<file path="src/rtl/lbh_pkg.sv">
package lbh_pkg;

    // Image numbers steered by the image-select pin
    localparam logic LBH_IMAGE0 = 1'h0;
    localparam logic LBH_IMAGE1 = 1'h1;

    // Values after reset
    localparam logic LBH_SWRST_RST = 1'h0;
    localparam logic LBH_PCIDIS_RST = 1'h0;
    localparam logic [1:0] LBH_SYNC_RST = 2'h3;
    // Idle levels of the synchronised pins; selects, resets, INT# high
    localparam logic [6:0] LBH_PIN_RST = 7'h67;

    // Clock-stability guard: cycles the clock-good level must hold
    localparam int LBH_CLK_HZ = 10000000;
    localparam int LBH_STABLE_US = 4;
    localparam int LBH_STABLE_CYC = (LBH_STABLE_US * (LBH_CLK_HZ / 1000000));
    localparam logic [7:0] LBH_STABLE_CNT = 8'(LBH_STABLE_CYC);

    // Access decoder states
    typedef enum logic [2:0] {
        LBH_ST_IDLE = 3'b001,
        LBH_ST_REG = 3'b010,
        LBH_ST_PCI = 3'b100
    } lbh_state_t;

endpackage

</file>
<file path="src/rtl/lbh_sync.sv">
`timescale 1ns/1ps
// Two-flop synchroniser for a level arriving from a pin
module lbh_sync #(
    parameter int W = 1,
    parameter logic [W-1:0] RST = '0
) (
    // Clock and reset
    input wire logic mclk_i,
    input wire logic reset_i,
    input wire logic ce_i,
    // Level in and out
    input wire logic [W-1:0] d_i,
    output logic [W-1:0] q_o
);

    logic [W-1:0] meta_r; // First stage, read only by the second

    // Both stages preload the idle level so no false edge follows reset
    always_ff @(posedge mclk_i or posedge reset_i) begin
        if (reset_i) begin
            meta_r <= RST;
            q_o <= RST;
        end else if (ce_i) begin
            meta_r <= d_i;
            q_o <= meta_r;
        end
    end

endmodule

</file>
<file path="src/rtl/lbh_top.sv">
`timescale 1ns/1ps
module lbh_top (
    // Clock, PCI reset (global), clock enable
    input wire logic mclk_i,
    input wire logic reset_i,
    input wire logic ce_i,
    // Local bus selects and image select
    input wire logic register_space_select_n_i,
    input wire logic pci_window_select_n_i,
    input wire logic transfer_start_n_i,
    input wire logic slave_image_select_i,
    input wire logic clock_stable_i,
    // Software reset bit control (from register logic)
    input wire logic software_reset_bit_set_i,
    input wire logic software_reset_bit_clr_i,
    // Reset options and reset pins
    input wire logic local_reset_in_n_i,
    input wire logic hot_swap_good_n_i,
    input wire logic pci_disable_option_i,
    input wire logic pci_disable_clr_i,
    // Interrupt mode: 1 = host bridging, 0 = adapter card
    input wire logic host_mode_i,
    input wire logic pci_int_n_i,
    input wire logic local_interrupt_n_i,
    // Access decode outputs
    output logic reg_access_o,
    output logic pci_access_o,
    output logic image_o,
    output logic access_dropped_o,
    // PCI target retry and status
    output logic pci_target_retry_o,
    output logic pci_disable_status_o,
    output logic software_reset_bit_o,
    // Reset and interrupt outputs
    output logic reset_out_n_o,
    output logic local_interrupt_n_o,
    output logic local_interrupt_oe_o,
    output logic pci_int_n_o,
    output logic pci_int_oe_o
);

    // Synchronised pin levels
    logic [6:0] pin_raw;
    logic [6:0] pin_s;
    logic reg_sel_s;
    logic pci_sel_s;
    logic img_s;
    logic clk_ok_s;
    logic lrst_n_s;
    logic hs_n_s;
    logic pint_n_s;
    logic lint_n_s;

    assign pin_raw = {register_space_select_n_i, pci_window_select_n_i,
                      slave_image_select_i, clock_stable_i,
                      local_reset_in_n_i, hot_swap_good_n_i,
                      pci_int_n_i};

    lbh_sync #(.W(7), .RST(lbh_pkg::LBH_PIN_RST)) u_sync (
        .mclk_i(mclk_i),
        .reset_i(reset_i),
        .ce_i(ce_i),
        .d_i(pin_raw),
        .q_o(pin_s)
    );

    assign reg_sel_s = ~pin_s[6];
    assign pci_sel_s = ~pin_s[5];
    assign img_s = pin_s[4];
    assign clk_ok_s = pin_s[3];
    assign lrst_n_s = pin_s[2];
    assign hs_n_s = pin_s[1];
    assign pint_n_s = pin_s[0];

    // Local interrupt pin sampled through its own pair of flops
    logic [1:0] lint_sync_r;
    always_ff @(posedge mclk_i or posedge reset_i) begin
        if (reset_i) begin
            lint_sync_r <= lbh_pkg::LBH_SYNC_RST;
        end else if (ce_i) begin
            lint_sync_r <= {lint_sync_r[0], local_interrupt_n_i};
        end
    end
    assign lint_n_s = lint_sync_r[1];

    // Clock stability counter: bus is trusted only after a quiet spell
    logic [7:0] stable_cnt_r;
    logic clk_good;
    always_ff @(posedge mclk_i or posedge reset_i) begin
        if (reset_i) begin
            stable_cnt_r <= 8'h00;
        end else if (ce_i) begin
            if (!clk_ok_s) begin
                stable_cnt_r <= 8'h00;
            end else if (stable_cnt_r != lbh_pkg::LBH_STABLE_CNT) begin
                stable_cnt_r <= stable_cnt_r + 8'h01;
            end
        end
    end
    assign clk_good = (stable_cnt_r == lbh_pkg::LBH_STABLE_CNT);

    // Access decoder; one access per select assertion
    lbh_pkg::lbh_state_t state_r;
    lbh_pkg::lbh_state_t state_nxt;
    always_comb begin
        state_nxt = state_r;
        unique case (state_r)
            lbh_pkg::LBH_ST_IDLE: begin
                if (reg_sel_s && clk_good) begin
                    state_nxt = lbh_pkg::LBH_ST_REG;
                end else if (pci_sel_s && clk_good) begin
                    state_nxt = lbh_pkg::LBH_ST_PCI;
                end
            end
            lbh_pkg::LBH_ST_REG: begin
                if (!reg_sel_s) begin
                    state_nxt = lbh_pkg::LBH_ST_IDLE;
                end
            end
            lbh_pkg::LBH_ST_PCI: begin
                if (!pci_sel_s) begin
                    state_nxt = lbh_pkg::LBH_ST_IDLE;
                end
            end
            default: state_nxt = lbh_pkg::LBH_ST_IDLE;
        endcase
    end

    // State register; PCI reset clears it like all other state
    always_ff @(posedge mclk_i or posedge reset_i) begin
        if (reset_i) begin
            state_r <= lbh_pkg::LBH_ST_IDLE;
        end else if (ce_i) begin
            state_r <= state_nxt;
        end
    end

    // Access pulses and the image latched at window access start
    always_ff @(posedge mclk_i or posedge reset_i) begin
        if (reset_i) begin
            reg_access_o <= 1'h0;
            pci_access_o <= 1'h0;
            image_o <= lbh_pkg::LBH_IMAGE0;
            access_dropped_o <= 1'h0;
        end else if (ce_i) begin
            reg_access_o <= (state_r == lbh_pkg::LBH_ST_IDLE) &&
                            (state_nxt == lbh_pkg::LBH_ST_REG);
            pci_access_o <= (state_r == lbh_pkg::LBH_ST_IDLE) &&
                            (state_nxt == lbh_pkg::LBH_ST_PCI);
            // Selects seen before the clock settles are flagged as dropped; one still held once it is good is served
            access_dropped_o <= (state_r == lbh_pkg::LBH_ST_IDLE) &&
                                (reg_sel_s || pci_sel_s) &&
                                !clk_good;
            if ((state_r == lbh_pkg::LBH_ST_IDLE) &&
                (state_nxt == lbh_pkg::LBH_ST_PCI)) begin
                image_o <= img_s ? lbh_pkg::LBH_IMAGE1
                                 : lbh_pkg::LBH_IMAGE0;
            end
        end
    end

    // Reset-option capture at local reset release or hot-swap good assertion
    logic lrst_n_d_r;
    logic hs_n_d_r;
    logic opt_first_r;
    logic opt_edge;
    always_ff @(posedge mclk_i or posedge reset_i) begin
        if (reset_i) begin
            lrst_n_d_r <= 1'h1;
            hs_n_d_r <= 1'h1;
            opt_first_r <= 1'h1;
        end else if (ce_i) begin
            lrst_n_d_r <= lrst_n_s;
            hs_n_d_r <= hs_n_s;
            opt_first_r <= 1'h0;
        end
    end
    // First enabled cycle after PCI reset release counts as its edge
    assign opt_edge = opt_first_r || (lrst_n_s && !lrst_n_d_r) ||
                      (!hs_n_s && hs_n_d_r);

    // Disable status: set by the strap, cleared by software; set wins
    always_ff @(posedge mclk_i or posedge reset_i) begin
        if (reset_i) begin
            pci_disable_status_o <= lbh_pkg::LBH_PCIDIS_RST;
        end else if (ce_i) begin
            if (opt_edge && pci_disable_option_i) begin
                pci_disable_status_o <= 1'h1;
            end else if (pci_disable_clr_i) begin
                pci_disable_status_o <= 1'h0;
            end
        end
    end
    assign pci_target_retry_o = pci_disable_status_o;

    // Software reset bit; software sets and clears it
    always_ff @(posedge mclk_i or posedge reset_i) begin
        if (reset_i) begin
            software_reset_bit_o <= lbh_pkg::LBH_SWRST_RST;
        end else if (ce_i) begin
            if (software_reset_bit_set_i) begin
                software_reset_bit_o <= 1'h1;
            end else if (software_reset_bit_clr_i) begin
                software_reset_bit_o <= 1'h0;
            end
        end
    end

    // Reset output: low while PCI reset or the software bit holds
    always_ff @(posedge mclk_i or posedge reset_i) begin
        if (reset_i) begin
            reset_out_n_o <= 1'h0;
        end else if (ce_i) begin
            reset_out_n_o <= !software_reset_bit_o;
        end
    end

    // Interrupt forwarding, direction set by the application mode
    always_ff @(posedge mclk_i or posedge reset_i) begin
        if (reset_i) begin
            local_interrupt_n_o <= 1'h1;
            pci_int_n_o <= 1'h1;
        end else if (ce_i) begin
            local_interrupt_n_o <= pint_n_s;
            pci_int_n_o <= lint_n_s;
        end
    end
    // Open-drain style: drive only when asserting low
    assign local_interrupt_oe_o = host_mode_i && !local_interrupt_n_o;
    assign pci_int_oe_o = !host_mode_i && !pci_int_n_o;

    // Checks
    a_image_one_sel: assert property (
        @(posedge mclk_i) disable iff (reset_i)
        (ce_i && state_r == lbh_pkg::LBH_ST_IDLE && clk_good && !reg_sel_s
         && pci_sel_s && img_s) |=> (image_o == 1'h1 && pci_access_o))
        else $error("image one not chosen");
    a_image_zero_sel: assert property (
        @(posedge mclk_i) disable iff (reset_i)
        (ce_i && state_r == lbh_pkg::LBH_ST_IDLE && clk_good && !reg_sel_s
         && pci_sel_s && !img_s) |=> (image_o == 1'h0 && pci_access_o))
        else $error("image zero not chosen");
    a_no_access_unstable: assert property (
        @(posedge mclk_i) disable iff (reset_i)
        (ce_i && !clk_good) |=> (!reg_access_o && !pci_access_o))
        else $error("access served on unstable clock");
    a_swrst_drives_out: assert property (
        @(posedge mclk_i) disable iff (reset_i)
        (ce_i && software_reset_bit_set_i) ##1 ce_i [*2]
        |-> !reset_out_n_o)
        else $error("reset output not asserted by bit");
    a_rstout_release: assert property (
        @(posedge mclk_i) disable iff (reset_i)
        (ce_i && !software_reset_bit_o) |=> reset_out_n_o)
        else $error("reset output stuck");
    a_rstout_hold: assert property (
        @(posedge mclk_i) disable iff (reset_i)
        (ce_i && software_reset_bit_o) |=> !reset_out_n_o)
        else $error("reset output released early");
    a_retry_until_clr: assert property (
        @(posedge mclk_i) disable iff (reset_i)
        (pci_disable_status_o && !(ce_i && pci_disable_clr_i))
        |=> pci_target_retry_o)
        else $error("retry dropped before clear");
    a_host_int_fwd: assert property (
        @(posedge mclk_i) disable iff (reset_i)
        (ce_i && !pint_n_s) |=> !local_interrupt_n_o)
        else $error("pci interrupt not forwarded");
    a_card_int_fwd: assert property (
        @(posedge mclk_i) disable iff (reset_i)
        (ce_i && !lint_n_s) |=> !pci_int_n_o)
        else $error("local interrupt not forwarded");
    a_option_capture: assert property (
        @(posedge mclk_i) disable iff (reset_i)
        (ce_i && opt_edge && pci_disable_option_i)
        |=> pci_disable_status_o)
        else $error("disable option not captured");

endmodule

</file>
<file path="config.mk">
export PLATFORM = sky130hd
export DESIGN_NAME = lbh_top
export DESIGN_NICKNAME = d
export VERILOG_FILES = /design/src/rtl/lbh_pkg.sv /design/src/rtl/lbh_sync.sv /design/src/rtl/lbh_top.sv
export SDC_FILE = /design/constraint.sdc
export NUM_CORES = 1
export LEC_CHECK = 0
export BUFFER_PORTS_ARGS = -buffer_cell sky130_fd_sc_hd__buf_2
export CAP_MARGIN = 10
export CORE_ASPECT_RATIO = 1.2
export CORE_MARGIN = 3
export CORE_UTILIZATION = 41
export DETAILED_ROUTE_END_ITERATION = 8
export PLACE_DENSITY_LB_ADDON = 0.2
export SLEW_MARGIN = 20
export SYNTH_ARGS = -nofsm -noshare
export SYNTH_HDL_FRONTEND = slang
export SYNTH_SLANG_ARGS = --single-unit
</file>
<file path="constraint.sdc">
create_clock -name mclk_i -period 2.1 [get_ports mclk_i]
set_input_delay 0.21 -clock mclk_i [delete_from_list [all_inputs] [get_ports mclk_i]]
set_output_delay 0.21 -clock mclk_i [all_outputs]
set_load 0.01 [all_outputs]
</file>
After elaboration in Yosys (flattened, before gate mapping)
Cells that the tools add are included.
{"block": "classes", "n_addsub": 1, "multipliers": 0, "div": 0, "magnitude_cmp": 0, "n_eq_ne": 8, "n_shift": 0, "muxes": 12, "n_bitwise": 2, "n_reduce_logical": 27}
{"operator": "two-way mux 8 bit", "n": 2}
{"operator": "two-way mux 3 bit", "n": 4}
{"operator": "logical AND 1 bit", "n": 11}
{"operator": "one-hot mux 3 bit (3 select lines)", "n": 1}
{"operator": "adder 8 x 1 -> 8 bit (second input constant)", "n": 1}
{"operator": "== test 8 x 6 -> 1 bit (second input constant)", "n": 1}
{"operator": "inequality test 8 x 6 -> 1 bit (second input constant)", "n": 1}
{"operator": "AND reduction 2 bit", "n": 4}
{"operator": "logical NOT 1 bit", "n": 7}
{"operator": "== test 3 x 2 -> 1 bit (second input constant)", "n": 2}
{"operator": "== test 3 bit (second input constant)", "n": 2}
{"operator": "two-way mux 1 bit", "n": 5}
{"operator": "nonzero test 2 bit", "n": 2}
{"operator": "== test 3 x 1 -> 1 bit (second input constant)", "n": 1}
{"operator": "logical OR 1 bit", "n": 3}
{"operator": "inequality test 2 bit (second input constant)", "n": 1}
{"operator": "inverter 1 bit", "n": 2}
{"block": "totals", "register_bits": 39, "latch_bits": 0, "ram_bits": 0, "rom_bits": 0, "inputBits": 17, "output_inout_bits": 12, "word_cells": 67, "mem_count": 0}

Depth between registers and ports, before layout
{"block": "depth", "ltp_word": 8, "ltp_mapped": 5, "ltp_nobuf": 5}

Modules after synthesis
A second synthesis with hierarchy kept.
{"block": "hier_totals", "hier_cells": 142, "hier_area_um2": 1781.7}
{"mod": "lbh_top", "n_inst": 1, "cells_per_inst": 112, "area_each_um2": 1246.2, "seq_area_each_um2": 635.6}
{"mod": "lbh_sync", "n_inst": 1, "cells_per_inst": 30, "area_each_um2": 535.5, "seq_area_each_um2": 362.8}

Worst setup path after synthesis
OpenSTA, ideal clock, no wires.
{"block": "synth_timing", "path_kind": "register to register", "start": "register stable_cnt_r[6]", "end": "register image_o", "setup_ps": 125, "arrival_ps": 1706, "required_time_ps": 1975, "path_slack_ps": 269, "path_stages_with_launch": 5, "n_path_buf": 1, "period_less_slack_ps": 1831, "path_cell_list": "dfrtp_1 -> or3_1 -> buf_2 -> or4_4 -> mux2_4"}
{"block": "synth_via", "elab_chain_cells": 8, "word_cells_on_any_way": 9, "cone_classes": "eq/ne (2); mux (3); reduce/logical (4)"}
{"element": "from (decl)", "line_no": "lbh_top.sv:87", "rtl": "logic [7:0] stable_cnt_r;"}
{"element": "from (signal assigned)", "line_no": "lbh_top.sv:96", "rtl": "stable_cnt_r <= stable_cnt_r + 8'h01;"}
{"element": "== test 8 x 6 -> 1 bit *", "line_no": "lbh_top.sv:100", "rtl": "assign clk_good = (stable_cnt_r == lbh_pkg::LBH_STABLE_CNT);"}
{"element": "logical AND 1 bit", "line_no": "lbh_top.sv:111", "rtl": "end else if (pci_sel_s && clk_good) begin"}
{"element": "two-way mux 3 bit", "line_no": "lbh_top.sv:111"}
{"element": "two-way mux 3 bit *", "line_no": "lbh_top.sv:109", "rtl": "if (reg_sel_s && clk_good) begin"}
{"element": "one-hot mux 3 bit (3 select lines) *", "line_no": "lbh_top.sv:107", "rtl": "unique case (state_r)"}
{"element": "== test 3 bit *", "line_no": "lbh_top.sv:155", "rtl": "(state_nxt == lbh_pkg::LBH_ST_PCI)) begin"}
{"element": "logical AND 1 bit *", "line_no": "lbh_top.sv:154", "rtl": "if ((state_r == lbh_pkg::LBH_ST_IDLE) &&"}
{"element": "AND reduction 2 bit (no line) *"}
{"element": "to (signal assigned)", "line_no": "lbh_top.sv:143", "rtl": "image_o <= lbh_pkg::LBH_IMAGE0;"}
{"element": "to (signal assigned)", "line_no": "lbh_top.sv:156", "rtl": "image_o <= img_s ? lbh_pkg::LBH_IMAGE1"}
{"element": "to (decl)", "line_no": "lbh_top.sv:28", "rtl": "output logic image_o,"}
Mark *: on every way between the ends. The rest lies on a longest branch, timed or not.
A chain may end at the register's enable or synchronous reset.

Final worst setup path
Ends and elaborated chain as after synthesis.

==> impl_metrics.csv <==
group,metric,value,unit
outcome,outcome,"finished, final reports clean",
timing,fin_worst_skew,6.34,ps
place,place_ws,309,ps
synthesis,yosys.area_share.adder,1.42,%
floorplanning,pin_count,29,
cells_and_area,fin_nets,204,
synthesis,synth_seq_cells,39,
pwr,leakage,0.920,nW
synthesis,synth-simple-area-share,14.0,%
drt,ant_nets,0,
synthesis,synth_top_family_by_area,"simple AND/OR/NAND/NOR gates",
drt,vias,1243,
synthesis,synth_edf_count,0,
global_route,grt-ovfl-total,0,
clock_network,root_buffer,"clkbuf_8",
synthesis,synth_area,0.00177,mm^2
clock_network,clock_latency,290,ps
setup_path,max_stage_delay,550,ps
setup_path,required,2280,ps
setup_path,arrival,1990,ps
global_route,grt_use_total,14.0,%
floorplanning,rows,25,
synthesis,synthXorXnorAreaFrac,0,%
floorplanning,design.core.area,0.00404,mm^2
synthesis,synth.most_common_cell,"dfrtp_1",
cells_and_area,utilization,51.5,%
clock_network,cts_setup_buffers,0,
floorplanning,dieWidth,65.9,um
setup_path,critPathSlowestCell,"or4_4",
synthesis,yosys_warnings,0,
drt,wl,3150,um
synthesis,synth_mux_area_share,11.7,%
global_route,grt_max_degree,40,
synthesis,ys_seq_area_share,56.5,%
drt,avgRoutedWirePerCell,13.1,um
timing,finalCritPeriodShare,86.1,%
timing,timing.slew.headroom,68.6,%
hold_path,hold_path_class,"input port to async pin",
clock_network,numCtsBuffers,5,
synthesis,synthCells,153,
clock_network,cts_resized,0,
timing,worstMarginPinSlew,471,ps
cells_and_area,diodes,0,
timing,layout_setup_ws,292,ps
setup_path,path_class,"flip-flop to flip-flop",
timing,rsz0062_at_grt,"false",
synthesis,yosys.area.top_type,"dfrtp_1",
setup_path,worstPathCellList,"or3_1, or4_4, mux2_4",
synthesis,yosys.cell_types.count,38,
timing,setup_viol,0,
global_route,grt_pass1_vias,1269,
timing,max_clock_freq,553,MHz
setup_path,worstReg2RegStart,"stable_cnt_r[6]",
synthesis,synth-compound-area-share,12.3,%
clock_network,holdBufCountCts,0,
floorplanning,die-area,0.00514,mm^2
synthesis,syn_avg_cell_area,11.5,um^2
place,io_buffers,27,
flow_run,maxCapViolCount,0,
cells_and_area,n_fill_cell,351,
floorplanning,initial_core_util,43.8,%
setup_path,startpoint,"stable_cnt_r[6]",
timing,tns,0,ps
drt,via_per_inst,5.18,
cells_and_area,syn2layout_area_growth,17.7,%
global_route,antenna_found_initial,0,
synthesis,syn_nets,172,
clock_network,cts_tree,"done",
synthesis,yosys_most_used_dff,"dfrtp_1",
clock_network,htree_levels,2,
drt,drtIter0Drc,48,
floorplanning,die_h,77.9,um
setup_path,crit_fanout,5,
pwr,peakVddDrop,482,uV
synthesis,ys_async_sr_fraction,100,%
timing,post-route-min-period,1810,ps
clock_network,clk_path_buf_depth,2,
timing,maxSlewViolCount,0,
clock_network,clock-sinks,39,
drt,route.detailed.drc,0,
synthesis,yosysTopAreaCellShare,29.7,%
drt,dr.pass1.iters,4,
setup_path,end_kind,"flip-flop",
place,dp_hpwl,2280,um
timing,final-hold-violation-count,0,
global_route,grt_pass1_wl,5640,um
pwr,powerDensity,820,mW/mm^2
place,place_congestion,0.829,
cells_and_area,layout-drive-gt1-share,43.5,%
synthesis,synth_common_cells,"dfrtp_1, dfstp_2, mux2_2, nand2_1, inv_1",
clock_network,path_clk_slew,80,ps
setup_path,start_kind,"flip-flop",
synthesis,ys_top_cells_by_area,"dfrtp_1, dfstp_2, mux2_2",
-- cells by family after synthesis --
group	after synthesis
adders and majority gates	2
DFF	39
muxes	18
and+or+nand+nor	45
buffers and inverters	18
AOI/OAI and AO/OA	31
-- layer usage --
| metal | part of all wire (%) | global-route usage [%] |
|---|---|---|
| met4 | 1.5 | 5.81 |
| met3 | 4.7 | 4.34 |
| met1 | 44 | 17.1 |
| met5 | 0 | 0 |
| met2 | 50 | 22.5 |
-- where the power goes --
group / internal [W] / switching [W] / leakage (nW)
combinational: 0.000115 / 0.000111 / 0.402
sequential: 0.000859 / 0.0000589 / 0.463
clock: 0.000307 / 0.000255 / 0.0539
total: 0.00128 / 0.000424 / 0.920
-- cell usage in the layout, fill, tap and decap left out, types with 7 or more instances in the layout --
| cell | synthesis | layout |
|---|---|---|
| buf_2 | 1 | 27 |
| dfrtp_1 | 21 | 21 |
| dfstp_2 | 18 | 18 |
| inv_1 | 10 | 10 |
| mux2_2 | 17 | 17 |
| nand2_1 | 14 | 14 |
| o21ai_0 | 7 | 7 |
-- worst max-delay path, delay by kind of cell, from the launching register on --
kind             cells  cell delay (ps)
DFF                  1              420
and+or+nand+nor      2              970
muxes                1              310
-- sequential cells by signal, indices dropped and copies added, names as in the netlist, 2 cells and up --
register and cells:
lint_sync_r 2, stable_cnt_r 8, state_r 3, u_sync.meta_r 7
u_sync.q_o 7
-- final timing paths --
check                                  endpoint  slack (ps)  depth (start not counted)
max in group asynchronous           pci_int_n_o        1720                          3
min                        software_reset_bit_o          20                          3
max                                     image_o         290                          3
max reg2reg                             image_o         290                          3
min reg2reg                       reset_out_n_o         480                          1
min in group mclk_i            u_sync.meta_r[4]         150                          2
-- final cells by class --
| type | instances | area, um^2 | share of cell area [%] |
|---|---|---|---|
| repair buffers | 32 | 173 | 8.30 |
| clock buffers | 7 | 97.6 | 4.69 |
| clock inverters | 1 | 6.26 | 0.301 |
| inverters | 11 | 41.3 | 1.99 |
| multi-input cells | 96 | 696 | 33.5 |
| flip-flops and latches | 39 | 998 | 48.0 |
| well taps | 54 | 67.6 | 3.25 |
-- stage by stage --
stage | cell area (um^2) | hold slack [ps] | std cells | total power (W)
after floorplan | 1770 | 356 | 153 | 0.00108
after global placement | 1980 | 344 | 232 | 0.00115
after detailed placement | 1980 | 352 | 232 | 0.00116
after CTS | 2080 | 35.7 | 240 | 0.00173
after global routing | 2080 | 67.3 | 240 | 0.00180
final | 2080 | 20.3 | 240 | 0.00171
Note: power is estimated with default switching activity, not from simulation.
